--- config.mk ---
export PLATFORM = sky130hd
export DESIGN_NAME = dgc_top
export DESIGN_NICKNAME = d
export VERILOG_FILES = /design/src/pkg/dgc_pkg.sv /design/src/hw/dgc_top.sv /design/src/hw/dgc_updn.sv
export SDC_FILE = /design/constraint.sdc
export NUM_CORES = 1
export LEC_CHECK = 0
export ABC_AREA = 1
export ABC_CLOCK_PERIOD_IN_PS = 7200
export BUFFER_PORTS_ARGS = -buffer_cell sky130_fd_sc_hd__buf_2
export CAP_MARGIN = 5
export CORE_ASPECT_RATIO = 2
export CORE_MARGIN = 8
export CORE_UTILIZATION = 60
export CTS_BUF_LIST = sky130_fd_sc_hd__clkbuf_2
export CTS_CLUSTER_DIAMETER = 60
export DETAILED_ROUTE_END_ITERATION = 8
export HOLD_SLACK_MARGIN = 0.03
export PLACE_DENSITY_LB_ADDON = 0.1
export SYNTH_ARGS = -nofsm -noshare
export SYNTH_HDL_FRONTEND = slang
export SYNTH_SLANG_ARGS = --single-unit
--- constraint.sdc ---
create_clock -name sys_clk -period 7.2 [get_ports sys_clk]
set_input_delay 0.36 -clock sys_clk [delete_from_list [all_inputs] [get_ports sys_clk]]
set_output_delay 0.36 -clock sys_clk [all_outputs]
set_load 0.01 [all_outputs]
--- src/pkg/dgc_pkg.sv ---
// shared constants, types and helpers for the dual gain control block
package dgc_pkg;

    // ------------------------------------------------------------------
    // gain code range
    // ------------------------------------------------------------------
    localparam logic [5:0] DGC_GAIN_MAX_CODE = 6'h00;
    localparam logic [5:0] DGC_GAIN_FLOOR_CODE = 6'h23;
    localparam logic [5:0] DGC_GAIN_RESET_CODE = 6'h3f;
    localparam logic [6:0] DGC_CODE_CEIL = 7'h3f;
    localparam logic [6:0] DGC_TOTAL_CUT_DB = 7'h23;
    localparam logic [6:0] DGC_AMP_CUT_DB = 7'h0c;
    localparam logic [6:0] DGC_ATTEN_MAX_DB = 7'h17;

    // ------------------------------------------------------------------
    // serial word layout
    // ------------------------------------------------------------------
    localparam int unsigned DGC_WORD_W = 16;
    localparam logic [4:0] DGC_WORD_BITS = 5'h10;
    localparam logic [4:0] DGC_CNT_SAT = 5'h1f;
    localparam int unsigned DGC_RW_POS = 15;
    localparam int unsigned DGC_FA_HI_POS = 7;
    localparam int unsigned DGC_FA_LO_POS = 6;
    localparam int unsigned DGC_GAIN_HI_POS = 5;
    localparam int unsigned DGC_GAIN_LO_POS = 0;
    localparam logic [15:0] DGC_WORD_RESET = 16'h003f;

    // ------------------------------------------------------------------
    // shared pin positions within a channel's six gain pins
    // ------------------------------------------------------------------
    localparam int unsigned DGC_PIN_DIR = 0;
    localparam int unsigned DGC_PIN_STEP_CLK = 1;
    localparam int unsigned DGC_PIN_QUICK = 2;
    localparam int unsigned DGC_PIN_SEL_N = 3;

    // ------------------------------------------------------------------
    // types
    // ------------------------------------------------------------------
    typedef enum logic [1:0] {
        DGC_MODE_PAR = 2'b00,
        DGC_MODE_SPI = 2'b01,
        DGC_MODE_UPDN = 2'b10
    } dgc_mode_t;

    typedef enum logic [1:0] {
        DGC_SPI_IDLE = 2'b00,
        DGC_SPI_WRITE = 2'b01,
        DGC_SPI_READ = 2'b10
    } dgc_spi_state_t;

    typedef struct packed {
        logic [5:0] gain_code;
        logic [3:0] amp_cut_db;
        logic [4:0] atten_db;
    } dgc_chan_out_t;

    // ------------------------------------------------------------------
    // step size helpers
    // ------------------------------------------------------------------
    function automatic logic [5:0] dgc_updn_step(input logic [1:0] sel);
        case (sel)
            2'b00: dgc_updn_step = 6'h01;
            2'b01: dgc_updn_step = 6'h02;
            2'b10: dgc_updn_step = 6'h04;
            default: dgc_updn_step = 6'h08;
        endcase
    endfunction : dgc_updn_step

    function automatic logic [5:0] dgc_quick_step(input logic [1:0] sel);
        case (sel)
            2'b00: dgc_quick_step = 6'h02;
            2'b01: dgc_quick_step = 6'h04;
            2'b10: dgc_quick_step = 6'h08;
            default: dgc_quick_step = 6'h10;
        endcase
    endfunction : dgc_quick_step

endpackage : dgc_pkg

--- src/hw/dgc_top.sv ---
// dual channel gain control logic: parallel, serial and up/down control
`timescale 1ns/100ps
//
// Function
// - mode pins pick parallel (00), serial (01) or up/down (1x) control
// - each channel keeps its own six bit gain code
// - code 0 is top gain, each step 1 dB less, 35 and up floor
// - first 12 dB of cut in amplifier, rest in 0..23 dB attenuator
// - parallel: hold low follows pins, hold high keeps the latched code
// - serial write: select low, sixteen clocks, bits shifted in MSB first
// - word holds gain, quick step select, read flag and seven ignored bits
// - both selects low writes the same word to both channels
// - one shared data line, so channels are read back one at a time
// - quick attenuate pin high cuts 2, 4, 8 or 16 dB per select bits
// - up/down pulse raises gain when direction low, lowers when high
// - direction differing between rising and falling edge means reset
// - an up/down reset forces code 111111
// - step size pins give 1, 2, 4 or 8 dB steps
// - up/down count rails at both ends, never wraps
// - channel active while its power-up pin is high, asleep when low
// - performance pin picks high performance or low power operation
// - control pins change meaning with the selected interface
// - one read frame only after a write with read flag set
// - read data changes on each serial clock rising edge
// - quick attenuate acts only in serial mode
module dgc_top
    import dgc_pkg::*;
(
    input wire logic sys_clk,
    input wire logic rstn,
    input wire logic iface_select_hi,
    input wire logic iface_select_lo,
    input wire logic perf_select,
    input wire logic chan_a_power_up,
    input wire logic chan_b_power_up,
    input wire logic chan_a_hold,
    input wire logic chan_b_hold,
    input wire logic [5:0] chan_a_gain_inputs,
    input wire logic [5:0] chan_b_gain_inputs,
    input wire logic step_size_sel_hi,
    input wire logic step_size_sel_lo,
    input wire logic spi_sclk,
    input wire logic sdio_i,
    output logic sdio_o,
    output logic sdio_oe,
    output dgc_chan_out_t chan_a_out,
    output dgc_chan_out_t chan_b_out,
    output logic chan_a_active,
    output logic chan_b_active,
    output logic high_perf,
    output dgc_mode_t active_mode
);

    // ------------------------------------------------------------------
    // pin synchronisers
    // ------------------------------------------------------------------
    localparam int unsigned SYNC_W = 23;

    logic [SYNC_W-1:0] raw;
    logic [SYNC_W-1:0] meta_q;
    logic [SYNC_W-1:0] sync_q;

    assign raw = {iface_select_hi, iface_select_lo, perf_select,
                  chan_a_power_up, chan_b_power_up,
                  chan_a_hold, chan_b_hold,
                  chan_a_gain_inputs, chan_b_gain_inputs,
                  step_size_sel_hi, step_size_sel_lo,
                  spi_sclk, sdio_i};

    always_ff @(posedge sys_clk or negedge rstn) begin
        if (!rstn) begin
            meta_q <= '0;
            sync_q <= '0;
        end else begin
            meta_q <= raw;
            sync_q <= meta_q;
        end
    end

    logic [1:0] mode_pins;
    logic perf_s;
    logic [1:0] pwr_s;
    logic [1:0] hold_s;
    logic [5:0] pins_s [0:1];
    logic [1:0] gs_s;
    logic sclk_s;
    logic sdio_s;

    assign mode_pins = sync_q[22:21];
    assign perf_s = sync_q[20];
    assign pwr_s = {sync_q[18], sync_q[19]};
    assign hold_s = {sync_q[16], sync_q[17]};
    assign pins_s[0] = sync_q[15:10];
    assign pins_s[1] = sync_q[9:4];
    assign gs_s = sync_q[3:2];
    assign sclk_s = sync_q[1];
    assign sdio_s = sync_q[0];

    // ------------------------------------------------------------------
    // interface selection
    // ------------------------------------------------------------------
    dgc_mode_t mode;

    always_comb begin
        case (mode_pins)
            2'b00: mode = DGC_MODE_PAR;
            2'b01: mode = DGC_MODE_SPI;
            default: mode = DGC_MODE_UPDN;
        endcase
    end

    logic is_par;
    logic is_spi;
    logic is_updn;

    assign is_par = (mode == DGC_MODE_PAR);
    assign is_spi = (mode == DGC_MODE_SPI);
    assign is_updn = (mode == DGC_MODE_UPDN);

    // the same six pins carry gain bits, selects or step controls
    logic [1:0] sel_now;
    logic [1:0] quick_pin;
    logic [1:0] dir_pin;
    logic [1:0] stepclk_pin;

    always_comb begin
        for (int ch = 0; ch < 2; ch++) begin
            sel_now[ch] = is_spi & ~pins_s[ch][DGC_PIN_SEL_N];
            quick_pin[ch] = is_spi & pins_s[ch][DGC_PIN_QUICK];
            dir_pin[ch] = pins_s[ch][DGC_PIN_DIR];
            stepclk_pin[ch] = is_updn & pins_s[ch][DGC_PIN_STEP_CLK];
        end
    end

    // ------------------------------------------------------------------
    // parallel latch
    // ------------------------------------------------------------------
    logic [5:0] par_q [0:1];

    always_ff @(posedge sys_clk or negedge rstn) begin
        if (!rstn) begin
            par_q[0] <= DGC_GAIN_RESET_CODE;
            par_q[1] <= DGC_GAIN_RESET_CODE;
        end else begin
            for (int ch = 0; ch < 2; ch++) begin
                if (is_par && !hold_s[ch]) begin
                    par_q[ch] <= pins_s[ch];
                end
            end
        end
    end

    // ------------------------------------------------------------------
    // serial port
    // ------------------------------------------------------------------
    dgc_spi_state_t spi_q;
    logic [15:0] word_q [0:1];
    logic [15:0] shift_q;
    logic [4:0] cnt_q;
    logic [1:0] sel_q;
    logic [1:0] rd_arm_q;
    logic rd_ch_q;
    logic sclk_prev_q;
    logic sclk_rise;
    logic frame;
    logic one_sel;
    logic one_ch;

    assign sclk_rise = sclk_s & ~sclk_prev_q;
    assign frame = |sel_now;
    assign one_sel = sel_now[0] ^ sel_now[1];
    assign one_ch = sel_now[1];

    always_ff @(posedge sys_clk or negedge rstn) begin
        if (!rstn) begin
            sclk_prev_q <= 1'b0;
        end else begin
            sclk_prev_q <= sclk_s;
        end
    end

    always_ff @(posedge sys_clk or negedge rstn) begin
        if (!rstn) begin
            spi_q <= DGC_SPI_IDLE;
            shift_q <= '0;
            cnt_q <= '0;
            sel_q <= '0;
            rd_ch_q <= 1'b0;
            sdio_o <= 1'b0;
            sdio_oe <= 1'b0;
        end else begin
            case (spi_q)
                DGC_SPI_IDLE: begin
                    cnt_q <= '0;
                    sel_q <= sel_now;
                    if (frame && one_sel && rd_arm_q[one_ch]) begin
                        spi_q <= DGC_SPI_READ;
                        rd_ch_q <= one_ch;
                        shift_q <= word_q[one_ch];
                        sdio_o <= word_q[one_ch][DGC_RW_POS];
                        sdio_oe <= 1'b1;
                    end else if (frame) begin
                        spi_q <= DGC_SPI_WRITE;
                    end
                end
                DGC_SPI_WRITE: begin
                    if (!frame) begin
                        spi_q <= DGC_SPI_IDLE;
                    end else if (sclk_rise) begin
                        shift_q <= {shift_q[14:0], sdio_s};
                        if (cnt_q != DGC_CNT_SAT) begin
                            cnt_q <= cnt_q + 5'h01;
                        end
                    end
                end
                DGC_SPI_READ: begin
                    if (!frame) begin
                        spi_q <= DGC_SPI_IDLE;
                        sdio_oe <= 1'b0;
                    end else if (sclk_rise) begin
                        shift_q <= {shift_q[14:0], 1'b0};
                        sdio_o <= shift_q[14];
                    end
                end
                default: begin
                    spi_q <= DGC_SPI_IDLE;
                    sdio_oe <= 1'b0;
                end
            endcase
        end
    end

    // a frame of exactly sixteen clocks commits at select release
    logic commit;

    assign commit = (spi_q == DGC_SPI_WRITE) && !frame && is_spi
                    && (cnt_q == DGC_WORD_BITS);

    always_ff @(posedge sys_clk or negedge rstn) begin
        if (!rstn) begin
            word_q[0] <= DGC_WORD_RESET;
            word_q[1] <= DGC_WORD_RESET;
            rd_arm_q <= '0;
        end else begin
            for (int ch = 0; ch < 2; ch++) begin
                if (commit && sel_q[ch]) begin
                    word_q[ch] <= shift_q;
                    rd_arm_q[ch] <= shift_q[DGC_RW_POS];
                end else if (spi_q == DGC_SPI_READ && !frame
                             && rd_ch_q == ch[0]) begin
                    rd_arm_q[ch] <= 1'b0;
                end
            end
        end
    end

    // ------------------------------------------------------------------
    // up/down counters
    // ------------------------------------------------------------------
    logic [5:0] updn_gain [0:1];
    logic [5:0] updn_step;

    assign updn_step = dgc_updn_step(gs_s);

    for (genvar g = 0; g < 2; g++) begin : g_updn
        dgc_updn u_updn (
            .sys_clk(sys_clk),
            .rstn(rstn),
            .enable(is_updn),
            .step_direction(dir_pin[g]),
            .step_clock(stepclk_pin[g]),
            .step_db(updn_step),
            .gain_q(updn_gain[g])
        );
    end

    // ------------------------------------------------------------------
    // gain decode
    // ------------------------------------------------------------------
    function automatic dgc_chan_out_t dgc_decode(input logic [5:0] code,
                                                 input logic [5:0] extra);
        logic [6:0] cut;
        logic [6:0] amp;
        logic [6:0] att;
        cut = {1'b0, code};
        if (cut > DGC_TOTAL_CUT_DB) begin
            cut = DGC_TOTAL_CUT_DB;
        end
        cut = cut + {1'b0, extra};
        if (cut > DGC_TOTAL_CUT_DB) begin
            cut = DGC_TOTAL_CUT_DB;
        end
        amp = (cut > DGC_AMP_CUT_DB) ? DGC_AMP_CUT_DB : cut;
        att = cut - amp;
        if (att > DGC_ATTEN_MAX_DB) begin
            att = DGC_ATTEN_MAX_DB;
        end
        dgc_decode.gain_code = code;
        dgc_decode.amp_cut_db = amp[3:0];
        dgc_decode.atten_db = att[4:0];
    endfunction : dgc_decode

    logic [5:0] code_sel [0:1];
    logic [5:0] quick_db [0:1];

    always_comb begin
        for (int ch = 0; ch < 2; ch++) begin
            case (mode)
                DGC_MODE_PAR: code_sel[ch] = par_q[ch];
                DGC_MODE_SPI: code_sel[ch] =
                    word_q[ch][DGC_GAIN_HI_POS:DGC_GAIN_LO_POS];
                default: code_sel[ch] = updn_gain[ch];
            endcase
            if (quick_pin[ch]) begin
                quick_db[ch] = dgc_quick_step(
                    word_q[ch][DGC_FA_HI_POS:DGC_FA_LO_POS]);
            end else begin
                quick_db[ch] = 6'h00;
            end
        end
    end

    // ------------------------------------------------------------------
    // registered outputs
    // ------------------------------------------------------------------
    always_ff @(posedge sys_clk or negedge rstn) begin
        if (!rstn) begin
            chan_a_out <= '0;
            chan_b_out <= '0;
        end else begin
            chan_a_out <= dgc_decode(code_sel[0], quick_db[0]);
            chan_b_out <= dgc_decode(code_sel[1], quick_db[1]);
        end
    end

    always_ff @(posedge sys_clk or negedge rstn) begin
        if (!rstn) begin
            chan_a_active <= 1'b0;
            chan_b_active <= 1'b0;
            high_perf <= 1'b0;
            active_mode <= DGC_MODE_PAR;
        end else begin
            chan_a_active <= pwr_s[0];
            chan_b_active <= pwr_s[1];
            high_perf <= perf_s;
            active_mode <= mode;
        end
    end

endmodule : dgc_top

--- src/hw/dgc_updn.sv ---
// one channel of the up/down step counter
`timescale 1ns/100ps
module dgc_updn
    import dgc_pkg::*;
(
    input wire logic sys_clk,
    input wire logic rstn,
    input wire logic enable,
    input wire logic step_direction,
    input wire logic step_clock,
    input wire logic [5:0] step_db,
    output logic [5:0] gain_q
);

    logic clk_prev_q;
    logic dir_at_rise_q;
    logic armed_q;
    logic rise;
    logic fall;
    logic [6:0] sum;

    assign rise = step_clock & ~clk_prev_q;
    assign fall = ~step_clock & clk_prev_q;
    assign sum = {1'b0, gain_q} + {1'b0, step_db};

    // ------------------------------------------------------------------
    // edge tracking
    // ------------------------------------------------------------------
    always_ff @(posedge sys_clk or negedge rstn) begin
        if (!rstn) begin
            clk_prev_q <= 1'b0;
        end else begin
            clk_prev_q <= step_clock;
        end
    end

    // direction caught on the rising edge, a pulse counts only once armed
    always_ff @(posedge sys_clk or negedge rstn) begin
        if (!rstn) begin
            dir_at_rise_q <= 1'b0;
            armed_q <= 1'b0;
        end else if (!enable) begin
            armed_q <= 1'b0;
        end else if (rise) begin
            dir_at_rise_q <= step_direction;
            armed_q <= 1'b1;
        end else if (fall) begin
            armed_q <= 1'b0;
        end
    end

    // ------------------------------------------------------------------
    // counter
    // ------------------------------------------------------------------
    always_ff @(posedge sys_clk or negedge rstn) begin
        if (!rstn) begin
            gain_q <= DGC_GAIN_RESET_CODE;
        end else if (enable && armed_q && fall) begin
            if (step_direction != dir_at_rise_q) begin
                gain_q <= DGC_GAIN_RESET_CODE;
            end else if (!step_direction) begin
                // more gain is a smaller code
                if (gain_q > step_db) begin
                    gain_q <= gain_q - step_db;
                end else begin
                    gain_q <= DGC_GAIN_MAX_CODE;
                end
            end else if (sum > DGC_CODE_CEIL) begin
                gain_q <= DGC_GAIN_RESET_CODE;
            end else begin
                gain_q <= sum[5:0];
            end
        end
    end

endmodule : dgc_updn

After elaboration in Yosys (flattened, before gate mapping)

Index checks and enable logic that the tools add are counted.
Widths: inputs -> output; s select.

Bits in registers: 174
Output and inout bits: 37
Input bits: 25
Word-level logic and storage cells: 205

Eq/ne operators: 26
Multiplexer cells: 60
Bitwise operators: 22
Add/sub/neg operators: 9
Magnitude comparators: 14
Reductions and logical operators: 40

Operators with widths:

| cell               | count |
|---|---|
| $mux 16            | 8 |
| $mux 6             | 12 |
| $pmux 16 s3        | 1 |
| $pmux 5 s3         | 2 |
| $gt 7x6->1 const B | 4 |
| $mux 7             | 4 |
| $mux 5             | 5 |
| $pmux 6 s2         | 2 |
| $mux 1             | 17 |
| $logic_and 1x1->1  | 16 |
| $ne 2x2->1 const B | 8 |
| $add 6x4->7        | 2 |
| $add 7x6->7        | 2 |
| $gt 7x4->1 const B | 2 |
| $gt 7x5->1 const B | 2 |
| $sub 7x7->7        | 2 |
| $eq 2x1->1 const B | 6 |
| $gt 6x4->1         | 2 |
| $gt 6x6->1 const B | 2 |
| $logic_not 2->1    | 6 |
| $pmux 4 s3         | 1 |
| $sub 6x4->6        | 2 |
| $and 1x1->1        | 11 |
| $eq 2x2->1 const B | 5 |
| other kinds (24)   | 47 |

Longest topological paths before layout

Depth in word-level cells: 14
Depth in mapped cells: 28
Mapped depth without buffers: 27

By module

From an unflattened synthesis, not the netlist that was laid out.

Cells, all modules: 979
Area total of the unflattened synthesis: 8698.3 um2

Modules (own cells, without submodules):

| module   | area each (um2) | times used | cells each | sequential area each (um2) |
|---|---|---|---|---|
| dgc_top  | 6676.4          | 1          | 685        | 3933.8 |
| dgc_updn | 1011.0          | 2          | 147        | 232.7 |

Least setup slack after synthesis

Ideal clock, no wire load.

Path type: reg-to-reg
Start point: register sync_q[22]
End point: register chan_b_out[0] in the netlist's numbering
Path slack: 3.874 ns
Library setup time: 0.117 ns
Data required time: 7.083 ns
Cell stages (with the launch flop): 29
Period minus slack after synthesis: 3.326 ns
Arrival: 3.210 ns
Cell sequence: dfrtp_1 > buf_6 > inv_8 > nand2_2 > nor2_1 > nor2_2 > nand2_1 > nand2_2 > nand2_1 > or2_2 > ha_1 > fa_1 > inv_1 > nand2_1 > nand2_1 > inv_1 > nor2_1 > nand3_1 > nand2_1 > nand2_2 > nor2_4 > nand2_2 > nand3_2 > ha_1 > inv_1 > nand2_2 > nand2_2 > nand2_2 > nand2_1

Word-level cells in the longest chain between the ends: 14

RTL lines:

| element                                              | line                           | RTL |
|---|---|---|
| start, declared                                      | dgc_top.sv:61                  | `logic [SYNC_W-1:0] sync_q;` |
| start signal, assigned                               | dgc_top.sv:76                  | `sync_q <= meta_q;` |
| $eq 2x1->1 / $logic_not 2->1 (equally long branches) | dgc_top.sv:105                 | `case (mode_pins)` |
| $pmux 2 s2 (*)                                       | dgc_top.sv:105                 |  |
| $eq 2x1->1 / $logic_not 2->1 (equally long branches) | dgc_top.sv:117, dgc_top.sv:308 |  |
| $pmux 6 s2                                           | dgc_top.sv:308                 | `case (mode)` |
| $gt 6x6->1                                           | dgc_top.sv:286                 | `if (cut > DGC_TOTAL_CUT_DB) begin` |
| $mux 6                                               | dgc_top.sv:286                 |  |
| $add 7x6->7 (*)                                      | dgc_top.sv:289                 | `cut = cut + {1'b0, extra};` |
| $gt 7x6->1                                           | dgc_top.sv:290                 | `if (cut > DGC_TOTAL_CUT_DB) begin` |
| $mux 7 (*)                                           | dgc_top.sv:290                 |  |
| $gt 7x4->1                                           | dgc_top.sv:293                 | `amp = (cut > DGC_AMP_CUT_DB) ? DGC_AMP_CUT_DB : cut;` |
| $mux 7                                               | dgc_top.sv:293                 |  |
| $sub 7x7->7 (*)                                      | dgc_top.sv:294                 | `att = cut - amp;` |
| $gt 7x5->1                                           | dgc_top.sv:295                 | `if (att > DGC_ATTEN_MAX_DB) begin` |
| $mux 5 (*)                                           | dgc_top.sv:295                 |  |
| end signal, assigned                                 | dgc_top.sv:332                 | `chan_b_out <= dgc_decode(code_sel[1], quick_db[1]);` |
| end, declared                                        | dgc_top.sv:47                  | `output dgc_chan_out_t chan_b_out,` |

Mark *: on every way between the ends. The rest lies on a longest branch, timed or not.
A chain may end at the register's enable or synchronous reset.

Final worst setup path

Ends and elaborated chain as after synthesis.

==> reports/results.txt <==
mux contribution to synthesized area -> 0.674%
vias in the first global route -> 6,320
post-synthesis adder-cell area fraction -> 6.68%
simple-gate share of the synthesized area -> 19.0%
Starting DRT DRC Count -> 470
Die H -> 183 microns
combinational family with the most area after synthesis -> simple AND/OR/NAND/NOR gates
crit path max fanout -> 18
GRT Residual Overflow -> 0
postcts setup bufs -> 0
Synth Area in XOR/XNOR -> 1.26%
core area -> 13,700 sq um
WP buf/inv -> 4
DRT Wirelength -> 17,100 microns
Pre-Repair DR Iteration Count -> 7
Filler cells -> 1,117
Max-Cap Viols -> 0
# DRC -> 0
worst endpoint required time -> 7.88 ns
H-tree Lvls -> 4
first-pass GRT wire length -> 29,200 microns
Post-Route Skew -> 0.0229 ns
row cnt -> 61
clock sink count -> 174
total power divided by cell area -> 278 nW/um^2
DP HPWL -> 12,400 microns
CTS Buffer Depth -> 2
slew margin rel. -> 29.2%
Post-Syn Area per Cell -> 9.12 sq um
f_max -> 0.240 GHz
worst-margin pin slew -> 1.06 ns
Slew Limit Fails -> 0
period utilisation layout -> 57.8%
die footprint -> 18,200 sq um
fin nets -> 1,068
share of the synthesized area in the top cell type -> 41.4%
TNS Setup -> 0 ns
Area contributors post-synth -> dfrtp_1 (41%), dfstp_2 (11%), nand2_1 (7.9%)
Worst Path Arrival -> 4.85 ns
Sequential Area -> 4400 sq um
Hold/Removal Path Class -> in2reg
slowest CP cell -> dfrtp_1
Top delay family on crit path -> simple AND/OR/NAND/NOR gates
Crit Path Class -> reg2reg
IO Port Bufs -> 61
Final Hold Violating Endpoints -> 0
Compound-Gate Fraction of Synth Area -> 11.9%
initial core utilization -> 60.8%
Post-Synthesis Cells -> 915
cell mode on critical path -> nand2_2
post_cts resized -> 0
CTS buffer count -> 17
peak supply drop -> 0.000219 V
gpl congestion -> 0.892
Clock Latency Late Sink -> 0.75 ns
Top FF cell, synth -> dfrtp_1
pre-CTS setup slack -> 3.04 ns
post-route worst setup slack -> 3.04 ns
Post-synth EDFFs -> 0
post-synthesis register bit count -> 174
sequential area share after synthesis -> 52.7%
layout cell share with drive strength beyond 1 -> 18.1%
initial antenna violation count -> 1
Startpoint Class -> flip-flop
root buffer cell -> clkbuf_2
DR vias -> 6,331
total track usage -> 20.0%
Critical Path Sink Type -> flip-flop
Synth warnings -> 0
area leader, netlist -> dfrtp_1
# setup viols final -> 0
Area growth syn-to-layout -> 10.5%
outcome -> completed
unrepaired setup endpoints after global routing -> no
hold buffer count at CTS -> 24
Max stage delay on crit path -> 0.97 ns
LEAKAGE -> 4.55 nW
clock slew at reported path FFs -> 0.26 ns
CTS tree -> built
drt wl/cell -> 14.6 microns
Period minus WS final -> 4.16 ns
mapped cell area -> 8350 sq um
multi-input logic area -> 3310 sq um
routed vias/inst -> 5.40
pin count of the biggest net entering global routing -> 107
Final ANT Viol Nets -> 0
Die W -> 99.4 microns
IO Pins -> 62
Netlist cell types -> 55
share of synthesized registers carrying an async set or reset -> 100%
==> metrics by stage <==
step | total power, mW | utilization (%) | hold WS [ns] | instances | area, sq um
after floorplan | 1.86 | - | 0.0644 | 916 | 8350
after global placement | 2.09 | 63.9 | 0.331 | 1116 | 8770
after detailed placement | 2.11 | 63.9 | 0.335 | 1116 | 8770
after CTS | 2.59 | 67.2 | 0.152 | 1172 | 9230
after global routing | 2.75 | 67.2 | 0.147 | 1173 | 9230
final | 2.57 | 67.2 | 0.221 | 1173 | 9230
==> cell type report <==
class | instances | area share (%)
Clock buffer | 18 | 0.976
Inverter | 141 | 5.84
Multi-Input combinational cell | 581 | 35.9
Clock inverter | 14 | 1.33
Sequential cell | 174 | 47.7
Tap cell | 157 | 2.13
Antenna cell | 1 | 0.0271
Timing Repair Buffer | 87 | 6.14
==> cell usage after synthesis (all sizes together), types with 4 or more instances <==
master,instances
dfstp,36
dfrtp,138
mux2,5
nor2,75
nor3,14
o211ai,7
a21oi,32
fa,6
ha,35
a22oi,5
nand3,52
or2,4
inv,139
a31oi,10
nand2,195
xor2,5
o22ai,12
xnor2,7
buf,10
clkbuf,10
o21ai,90
==> cell families (layout without fill, tap and decap cells) <==
kind of cell | after synthesis | after routing
adder cells (fa/ha/maj) | 41 | 41
XOR/XNOR | 12 | 12
buffers and inverters | 161 | 260
multiplexers | 5 | 5
flip-flops | 174 | 174
AO/OA/AOI/OAI | 171 | 171
other | 1 | 3
AND/OR/NAND/NOR | 350 | 350
==> routing by layer <==
metal / global-route usage [%] / vias to the layer above / share of wire (%)
met1: 24.0 / 2999 / 43
met3: 3.76 / 32 / 4.2
met2: 34.5 / 169 / 51
met4: 7.38 / 0 / 2.0
li1: - / 3131 / -
met5: 0 / - / 0
==> path summary, 6_finish.rpt <==
kind / slack, ns / end / cells past startpoint / startpoint
worst max-delay path: 3.04 / chan_b_out[0] / 27 / sync_q[22]
worst min-delay path: 0.22 / meta_q[4] / 2 / chan_b_gain_inputs[0]
worst max register to register: 3.04 / chan_b_out[0] / 27 / sync_q[22]
worst min register to register: 0.37 / sync_q[2] / 0 / meta_q[2]
max in group asynchronous: 5.53 / sdio_o / 3 / rstn
min in group asynchronous: 0.23 / meta_q[4] / 2 / rstn
==> report_power, final <==
part           internal (mW)  switching, mW
Clock                  0.105          0.364
Sequential              1.16          0.106
Combinational          0.303          0.528
Total                   1.57          0.998
==> flip-flops by register name, summed over array words and instances, names as in the netlist, 2 cells and up <==
| register | count |
|---|---|
| active_mode | 2 |
| chan_a_out | 15 |
| chan_b_out | 15 |
| cnt_q | 5 |
| g_updn.u_updn.armed_q | 2 |
| g_updn.u_updn.clk_prev_q | 2 |
| g_updn.u_updn.dir_at_rise_q | 2 |
| g_updn.u_updn.gain_q | 12 |
| meta_q | 23 |
| par_q | 12 |
| rd_arm_q | 2 |
| sel_q | 2 |
| shift_q | 16 |
| spi_q | 2 |
| sync_q | 23 |
| word_q | 32 |
==> cells in the final DEF (no fill, tap or decap), drive strengths merged, types with 2 or more instances in the layout <==
master | netlist | final
a21oi | 32 | 32
a22o | 2 | 2
a22oi | 5 | 5
a31oi | 10 | 10
and2 | 2 | 2
buf | 10 | 63
clkbuf | 10 | 18
clkinv | 2 | 3
clkinvlp | 0 | 4
conb | 1 | 2
dfrtp | 138 | 138
dfstp | 36 | 36
dlygate4sd3 | 0 | 24
fa | 6 | 6
ha | 35 | 35
inv | 139 | 148
mux2 | 5 | 5
nand2 | 195 | 195
nand3 | 52 | 52
nand3b | 3 | 3
nand4 | 2 | 2
nor2 | 75 | 75
nor3 | 14 | 14
nor4 | 2 | 2
o2111ai | 3 | 3
o211ai | 7 | 7
o21a | 3 | 3
o21ai | 90 | 90
o21bai | 2 | 2
o221ai | 3 | 3
o22ai | 12 | 12
or2 | 4 | 4
xnor2 | 7 | 7
xor2 | 5 | 5
No activity file was read; power rests on OpenSTA's default activity.
